**src/pkg/dac_i2c_cfg.svh**
```systemverilog
`ifndef DAC_I2C_CFG_SVH
`define DAC_I2C_CFG_SVH

// slave address: fixed upper five bits
`define ADDR_FIXED_HI 5'h15
// burst trigger pointer value
`define PTR_BURST 8'hff
// last channel reached in burst
`define LAST_CHANNEL 5'h1f
// highest supported bus rate in kHz
`define BUS_RATE_KHZ 400
// pointer byte field positions
`define PTR_CH_MSB 4
`define PTR_TOP_LSB 5
// first data byte field positions
`define REG_SEL_MSB 7
`define REG_SEL_LSB 6
`define CODE_HI_MSB 5

`endif

```
**src/pkg/dac_i2c_pkg.sv**
```systemverilog
package dac_i2c_pkg;

    typedef enum logic [4:0] {
        ST_IDLE = 5'h01,
        ST_ADDR = 5'h02,
        ST_PTR  = 5'h04,
        ST_DHI  = 5'h08,
        ST_DLO  = 5'h10
    } port_state_t;

    typedef logic [4:0] channel_index_t;
    typedef logic [13:0] dac_code_word_t;

endpackage : dac_i2c_pkg

```
**src/rtl/dac_i2c_slave_write_port.sv**
```systemverilog
`timescale 1ns/1ns
`include "dac_i2c_cfg.svh"

// What this block does
// port works only when serial select and protocol select pins are both high
// pure slave: never drives clock, handles rates up to 400 kHz
// 7-bit address is 10101 followed by the two address pins
// start is data falling with clock high; stop is data rising with clock high
// repeated start keeps the transaction active, not ended
// master keeps data stable while clock high except start and stop
// each accepted byte acknowledged by pulling data low in ninth clock
// idle waits for start plus matching address; direction bit must be zero
// single update: address, pointer, two data bytes, each acknowledged, then stop
// without stop, next byte is a new pointer then two data bytes
// stop at any point ends sequence and returns to idle
// pointer 0xff starts burst at channel zero
// burst advances channel after each pair up to 31, then three-byte mode
// two register-select bits choose destination register of the channel
// toggle alternation is not applied to burst writes
// master retries whole transaction when an acknowledge is missing
// pointer byte: top three bits zero, channel in low five; 0xff reserved
// first data byte: select bits then code 13..8; second byte code 7..0
module dac_i2c_slave_write_port (
    // clock and reset
    input wire logic i_ref_clk,
    input wire logic i_rst_b,
    // mode and address pins
    input wire logic i_serial_parallel_select,
    input wire logic i_protocol_select,
    input wire logic i_bus_addr_pin_hi,
    input wire logic i_bus_addr_pin_lo,
    // two-wire link
    input wire logic i_scl,
    input wire logic i_sda,
    output logic o_sda,
    output logic o_sda_oe,
    // decoded channel write
    output logic o_wr_valid,
    output dac_i2c_pkg::channel_index_t o_channel_index,
    output logic o_dest_reg_sel_hi,
    output logic o_dest_reg_sel_lo,
    output dac_i2c_pkg::dac_code_word_t o_dac_code_word,
    output logic o_toggle_allowed,
    // status
    output logic o_busy
);
    import dac_i2c_pkg::*;

    //----------------------------------------
    // pin synchronisers and edge detect
    //----------------------------------------
    logic [1:0] scl_sync_q, sda_sync_q, sel_sync_q, prot_sync_q;
    logic [1:0] addr_hi_sync_q, addr_lo_sync_q;
    logic scl_q, sda_q;
    logic scl_rise, scl_fall, start_det, stop_det, enabled;

    always_ff @(posedge i_ref_clk) begin
        if (!i_rst_b) begin
            scl_sync_q <= 2'h3;
            sda_sync_q <= 2'h3;
            sel_sync_q <= 2'h0;
            prot_sync_q <= 2'h0;
            addr_hi_sync_q <= 2'h0;
            addr_lo_sync_q <= 2'h0;
            scl_q <= 1'b1;
            sda_q <= 1'b1;
        end else begin
            scl_sync_q <= {scl_sync_q[0], i_scl};
            sda_sync_q <= {sda_sync_q[0], i_sda};
            sel_sync_q <= {sel_sync_q[0], i_serial_parallel_select};
            prot_sync_q <= {prot_sync_q[0], i_protocol_select};
            addr_hi_sync_q <= {addr_hi_sync_q[0], i_bus_addr_pin_hi};
            addr_lo_sync_q <= {addr_lo_sync_q[0], i_bus_addr_pin_lo};
            scl_q <= scl_sync_q[1];
            sda_q <= sda_sync_q[1];
        end
    end

    assign enabled = sel_sync_q[1] & prot_sync_q[1];
    assign scl_rise = enabled & scl_sync_q[1] & ~scl_q;
    assign scl_fall = enabled & ~scl_sync_q[1] & scl_q;
    // data edges while clock held high
    assign start_det = enabled & scl_sync_q[1] & scl_q & sda_q & ~sda_sync_q[1];
    assign stop_det = enabled & scl_sync_q[1] & scl_q & ~sda_q & sda_sync_q[1];

    //----------------------------------------
    // bit counter and shift register
    //----------------------------------------
    port_state_t state_q;
    logic [3:0] bit_cnt_q;
    logic [7:0] shift_q;
    logic in_frame_q, ack_q, burst_q, addr_match_q;
    logic [7:0] byte_in;
    logic byte_done, addr_match;

    // byte complete on the eighth rising edge
    assign byte_in = {shift_q[6:0], sda_sync_q[1]};
    assign byte_done = scl_rise && bit_cnt_q == 4'h7 && in_frame_q;
    assign addr_match = byte_in == {`ADDR_FIXED_HI, addr_hi_sync_q[1], addr_lo_sync_q[1], 1'b0};

    always_ff @(posedge i_ref_clk) begin
        if (!i_rst_b) begin
            bit_cnt_q <= 4'h0;
            shift_q <= 8'h00;
        end else if (start_det || stop_det) begin
            bit_cnt_q <= 4'h0;
        end else if (scl_rise && in_frame_q) begin
            shift_q <= byte_in;
            bit_cnt_q <= (bit_cnt_q == 4'h8) ? 4'h0 : bit_cnt_q + 4'h1;
        end
    end

    //----------------------------------------
    // transaction state
    //----------------------------------------
    always_ff @(posedge i_ref_clk) begin
        if (!i_rst_b || !enabled) begin
            state_q <= ST_IDLE;
            in_frame_q <= 1'b0;
            burst_q <= 1'b0;
        end else if (stop_det) begin
            state_q <= ST_IDLE;
            in_frame_q <= 1'b0;
            burst_q <= 1'b0;
        end else if (start_det) begin
            // repeated start re-arms address phase without freeing the bus
            state_q <= ST_ADDR;
            in_frame_q <= 1'b1;
            burst_q <= 1'b0;
        end else if (byte_done) begin
            unique case (state_q)
                ST_IDLE: state_q <= ST_IDLE;
                ST_ADDR: begin
                    state_q <= addr_match ? ST_PTR : ST_IDLE;
                    in_frame_q <= addr_match;
                end
                ST_PTR: begin
                    if (byte_in == `PTR_BURST) begin
                        burst_q <= 1'b1;
                        state_q <= ST_DHI;
                    end else if (byte_in[7:`PTR_TOP_LSB] == 3'h0) begin
                        state_q <= ST_DHI;
                    end else begin
                        state_q <= ST_IDLE;
                        in_frame_q <= 1'b0;
                    end
                end
                ST_DHI: state_q <= ST_DLO;
                ST_DLO: begin
                    if (burst_q && o_channel_index != `LAST_CHANNEL) begin
                        state_q <= ST_DHI;
                    end else begin
                        state_q <= ST_PTR;
                        burst_q <= 1'b0;
                    end
                end
            endcase
        end
    end

    //----------------------------------------
    // acknowledge drive, data line only
    //----------------------------------------
    always_ff @(posedge i_ref_clk) begin
        if (!i_rst_b || !enabled || start_det || stop_det) begin
            ack_q <= 1'b0;
        end else if (scl_fall && bit_cnt_q == 4'h8 && in_frame_q && state_q != ST_IDLE
                     && !(state_q == ST_ADDR && !addr_match_q)
                     && !(state_q == ST_IDLE)) begin
            ack_q <= 1'b1;
        end else if (scl_fall) begin
            ack_q <= 1'b0;
        end
    end

    always_ff @(posedge i_ref_clk) begin
        if (!i_rst_b) begin
            addr_match_q <= 1'b0;
        end else if (byte_done) begin
            addr_match_q <= (state_q != ST_ADDR) || addr_match;
        end
    end

    // ack only when the byte was accepted; no clock line output exists
    assign o_sda = 1'b0;
    assign o_sda_oe = ack_q;
    assign o_busy = in_frame_q;

    //----------------------------------------
    // decoded write capture
    //----------------------------------------
    always_ff @(posedge i_ref_clk) begin
        if (!i_rst_b) begin
            o_wr_valid <= 1'b0;
            o_channel_index <= '0;
            o_dest_reg_sel_hi <= 1'b0;
            o_dest_reg_sel_lo <= 1'b0;
            o_dac_code_word <= '0;
            o_toggle_allowed <= 1'b0;
        end else begin
            o_wr_valid <= 1'b0;
            if (byte_done && enabled && !start_det && !stop_det) begin
                unique case (state_q)
                    ST_PTR: begin
                        o_channel_index <= (byte_in == `PTR_BURST) ? 5'h00
                                           : byte_in[`PTR_CH_MSB:0];
                    end
                    ST_DHI: begin
                        o_dest_reg_sel_hi <= byte_in[`REG_SEL_MSB];
                        o_dest_reg_sel_lo <= byte_in[`REG_SEL_LSB];
                        o_dac_code_word[13:8] <= byte_in[`CODE_HI_MSB:0];
                    end
                    ST_DLO: begin
                        o_dac_code_word[7:0] <= byte_in;
                        o_wr_valid <= 1'b1;
                        o_toggle_allowed <= ~burst_q;
                    end
                    default: ;
                endcase
            end else if (o_wr_valid && burst_q) begin
                o_channel_index <= o_channel_index + 5'h01;
            end
        end
    end

    //----------------------------------------
    // checks
    //----------------------------------------
    a_stop_to_idle: assert property (@(posedge i_ref_clk) disable iff (!i_rst_b)
        stop_det |=> state_q == ST_IDLE && !o_busy)
        else $error("stop did not return to idle");
    a_ack_when_match: assert property (@(posedge i_ref_clk) disable iff (!i_rst_b)
        o_sda_oe |-> o_busy)
        else $error("ack driven outside a transaction");
    a_disabled_quiet: assert property (@(posedge i_ref_clk) disable iff (!i_rst_b)
        !enabled |=> !o_sda_oe && state_q == ST_IDLE)
        else $error("port active while deselected");
    a_burst_chan_zero: assert property (@(posedge i_ref_clk) disable iff (!i_rst_b)
        (byte_done && state_q == ST_PTR && byte_in == `PTR_BURST && !start_det && !stop_det)
        |=> o_channel_index == 5'h00 && burst_q)
        else $error("burst did not start at channel zero");
    a_burst_no_toggle: assert property (@(posedge i_ref_clk) disable iff (!i_rst_b)
        o_wr_valid |-> o_toggle_allowed == !$past(burst_q))
        else $error("toggle allowed in burst write");
    a_restart_active: assert property (@(posedge i_ref_clk) disable iff (!i_rst_b)
        (start_det && enabled && !stop_det) |=> o_busy && state_q == ST_ADDR)
        else $error("repeated start ended transaction");
    a_ack_edge_low: assert property (@(posedge i_ref_clk) disable iff (!i_rst_b)
        $changed(o_sda_oe) |-> !scl_sync_q[1])
        else $error("ack changed while clock high");
    a_write_after_lo: assert property (@(posedge i_ref_clk) disable iff (!i_rst_b)
        o_wr_valid |-> $past(state_q) == ST_DLO)
        else $error("write without low data byte");

endmodule : dac_i2c_slave_write_port

```
**config.mk**
```make
export PLATFORM = sky130hd
export DESIGN_NAME = dac_i2c_slave_write_port
export DESIGN_NICKNAME = d
export VERILOG_FILES = /design/src/pkg/dac_i2c_pkg.sv /design/src/rtl/dac_i2c_slave_write_port.sv
export VERILOG_INCLUDE_DIRS = /design/src /design/src/pkg
export SDC_FILE = /design/constraint.sdc
export NUM_CORES = 1
export LEC_CHECK = 0
export ABC_AREA = 1
export BUFFER_PORTS_ARGS = -buffer_cell sky130_fd_sc_hd__buf_2
export CAP_MARGIN = 20
export CORE_MARGIN = 2
export CORE_UTILIZATION = 55
export CTS_CLUSTER_DIAMETER = 200
export DETAILED_ROUTE_END_ITERATION = 6
export GPL_TIMING_DRIVEN = 0
export PLACE_DENSITY_LB_ADDON = 0.25
export SKIP_LAST_GASP = 1
export SYNTH_ARGS = -nofsm -noshare
export SYNTH_HDL_FRONTEND = slang
export SYNTH_SLANG_ARGS = --single-unit
```
**constraint.sdc**
```tcl
create_clock -name i_ref_clk -period 3.35 [get_ports i_ref_clk]
set_clock_uncertainty 0.05 [all_clocks]
set_input_delay 0.5025 -clock i_ref_clk [delete_from_list [all_inputs] [get_ports i_ref_clk]]
set_output_delay 0.5025 -clock i_ref_clk [all_outputs]
set_load 0.005 [all_outputs]
```
==> impl_metrics.py <==
metrics = {
    "placed_design": {
        "dp_cells": 392,
        "dp_hpwl_mm": 3.641,
        "place_area_um2": 2688,
        "place.gp.congestion": 0.8269,
        "port_buffers": 32,
    },
    "pwr": {
        "peakVddDrop_v": 0.0003322,
        "leakage_nw": 1.414,
        "power.density_nw_per_um2": 493.4,
        "p_total_mw": 1.440,
    },
    "clock_tree": {
        "cts_setup_buffers": 0,
        "clock_path_buffers": 2,
        "cts.sinks": 57,
        "cts.root.buffer_cell": "clkbuf_8",
        "cts_buffers": 9,
        "tritoncts": "yes",
        "ctsResizeCount": 0,
        "clk_latency_ns": 0.34,
        "htreeDepth": 3,
        "ctsHoldBuffers": 0,
        "clk_pin_slew_worst_paths_ns": 0.06,
    },
    "routing": {
        "drtPass1Iterations": 4,
        "viasPerCell": 5.228,
        "wl_mm": 5.088,
        "vias": 2133,
        "drcViolationCount": 0,
        "ant_nets": 0,
        "avgRoutedWirePerCell_um": 12.47,
        "first_iter_violations": 91,
    },
    "synthesis": {
        "netlist.area_leader.share": 0.4634,
        "synth_cell_types": 36,
        "synth_area_per_cell_um2": 7.995,
        "synthCells": 308,
        "synth_top_area_cell": "dfxtp_1",
        "syn-num-nets": 320,
        "ys_warn_count": 0,
        "synth.ff_latch_count": 57,
        "synth_area_um2": 2462,
        "synthTopCellsByArea": "dfxtp_1, nand2_1, o21ai_0",
        "ys_seq_area_frac": 0.4634,
    },
    "worst_setup_path": {
        "end_kind": "flip-flop",
        "critPathRequiredTime_ns": 3.53,
        "rr_startpoint": "bit_cnt_q[1]$_SDFFE_PP0P_",
        "cp_top_family": "simple AND/OR/NAND/NOR gates",
        "path_buf_inv": 1,
        "worstSetupStartpointType": "flip-flop",
        "crit_path_frequent_cell": "nor2_1",
        "reg2reg_to": "o_channel_index[4]$_SDFFE_PN0P_",
        "rrSetupSlack_ns": 1.72,
        "slowest_delay_ns": 0.37,
        "cp_slowest_cell": "dfxtp_1",
        "rr_worst_depth": 8,
        "cp.arrival_ns": 1.81,
        "crit_type": "reg2reg",
        "cp_max_fo": 9,
        "cp_cell_sequence": "ha_1 -> nand2_1 -> nor2_2 -> nand2_8 -> o21ai_2 -> inv_2 -> nor2_1 -> nor2_1",
    },
    "global_routing": {
        "antenna_found_initial": 0,
        "grt_first_pass_wirelength_mm": 8.618,
        "grt-ovfl-total": 0,
        "track_usage": 0.2230,
        "grt_pass1_vias": 1922,
        "grt_max_degree": 11,
    },
    "sta": {
        "finalCriticalPeriod_ns": 1.631,
        "clock.fmax_mhz": 613.1,
        "setup_viol": 0,
        "hold_viol": 0,
        "grt_setup_unrepaired": "false",
        "fin_setup_tns_ns": 0,
        "slew_viol_final": 0,
        "fin_crit_sh": 0.4869,
    },
    "die": {
        "rows": 24,
        "core_um2": 4324,
        "dieArea_um2": 5028,
        "start_util": 0.5694,
        "dieHeight_um": 70.91,
        "io_pins": 34,
        "die_w_um": 70.91,
    },
    "layout": {
        "final_common_cell": "dfxtp_1",
        "final_cell_mix": "dfxtp_1, nand2_1, inv_1, o21ai_0, buf_2",
        "final_area_um2": 2918,
        "final_cells": 408,
        "drive_above_1_share": 0.2107,
        "antenna_cells": 0,
        "nets": 363,
        "area_growth_pct": 18.50,
    },
    "worst_hold_path": {
        "holdPathStages": 3,
        "min_from": "i_bus_addr_pin_hi",
        "hold_path_end": "addr_hi_sync_q[0]$_SDFF_PN0_",
        "hold_path.class": "in2reg",
    },
    "outcome": {
        "status": "finished, final reports clean",
    },
    "job": {
        "drv_cap": 0,
    },
}
==> kinds of logic (layout without fill, tap and decap cells) <==
family / after synthesis / in the layout / synth area share
buffers and inverters: 47 / 95 / 0.08943
DFF: 57 / 57 / 0.4634
and+or+nand+nor: 119 / 119 / 0.2449
AOI/OAI and AO/OA: 76 / 76 / 0.1662
adders and majority gates: 4 / 4 / 0.02033
xor gates and xnor gates: 4 / 4 / 0.01423
other: 1 / 1 / 0.001523
==> through the flow <==
stage,hold slack (ns),setup slack (ns),util
after floorplan,0.3405,1.905,-
after global placement,0.3424,1.747,0.6215
after detailed placement,0.3493,1.743,0.6215
after CTS,0.2792,1.732,0.6748
after global routing,0.2844,1.585,0.6748
final,0.2915,1.719,0.6748
==> layer usage <==
| layer | GRT usage | wire length, µm |
|---|---|---|
| met1 | 0.2717 | 2301 |
| met2 | 0.3541 | 2388 |
| met3 | 0.08120 | 279 |
| met5 | 0 | 0 |
| met4 | 0.1006 | 118 |
==> worst max path at each step <==
stage                              startpoint                               to  slack, ns  cells past startpoint
floorplan           bit_cnt_q[0]$_SDFFE_PP0P_  o_channel_index[0]$_SDFFE_PN0P_       1.90                      8
global placement    bit_cnt_q[0]$_SDFFE_PP0P_  o_channel_index[1]$_SDFFE_PN0P_       1.75                      8
detailed placement  bit_cnt_q[1]$_SDFFE_PP0P_  o_channel_index[4]$_SDFFE_PN0P_       1.74                      8
CTS                 bit_cnt_q[1]$_SDFFE_PP0P_  o_channel_index[4]$_SDFFE_PN0P_       1.73                      8
global route        bit_cnt_q[1]$_SDFFE_PP0P_  o_channel_index[4]$_SDFFE_PN0P_       1.58                      8
finish              bit_cnt_q[1]$_SDFFE_PP0P_  o_channel_index[4]$_SDFFE_PN0P_       1.72                      8
==> power by group <==
part / switching (mW) / internal [mW]
Combinational: 0.0165 / 0.00989
Sequential: 0.00339 / 0.685
Clock: 0.266 / 0.459
==> cell type report <==
type	instances	area, µm²
Fill cell	364	1406
Clock inverter	4	75.07
Timing Repair Buffer	32	160.2
Clock buffer	12	155.1
Buffer	10	76.32
Multi-Input combinational cell	204	1101
Sequential cell	57	1141
Inverter	37	143.9
Tap cell	52	65.06
==> tightest hold or removal path: stages <==
cell and delay [ns]:
buf_2 0.07, nand2_1 0.04, inv_1 0.04
==> synth_stat cells <==
master    number
nand4_2        1
o211ai_1       2
a211oi_1       2
nand4_1        4
nand2_2        1
ha_1           4
nor2_8         3
clkbuf_1       4
buf_6          3
inv_2          1
a21oi_2        2
nand3_1       12
nand2_8        1
o21ai_1        4
a21oi_1       28
clkinv_4       1
nand3_2        2
buf_4          1
buf_8          1
conb_1         1
xnor2_1        1
inv_1         35
buf_2          1
nand2_1       50
dfxtp_1       57
nor3b_1        1
nand3b_1       1
nand3_4        1
o21ai_0       35
or2_2          4
o21ai_2        3
nor3_1         3
nor2_2         2
nor2_1        32
and3_1         1
xor2_1         3
==> sequential cells by signal, indices dropped and copies added, names as in the netlist, 2 cells and up <==
signal	flops
o_channel_index	5
addr_hi_sync_q	2
o_dac_code_word	14
sel_sync_q	2
bit_cnt_q	4
addr_lo_sync_q	2
sda_sync_q	2
shift_q	7
prot_sync_q	2
scl_sync_q	2
state_q	5
Power figures use the tool's default switching activity.
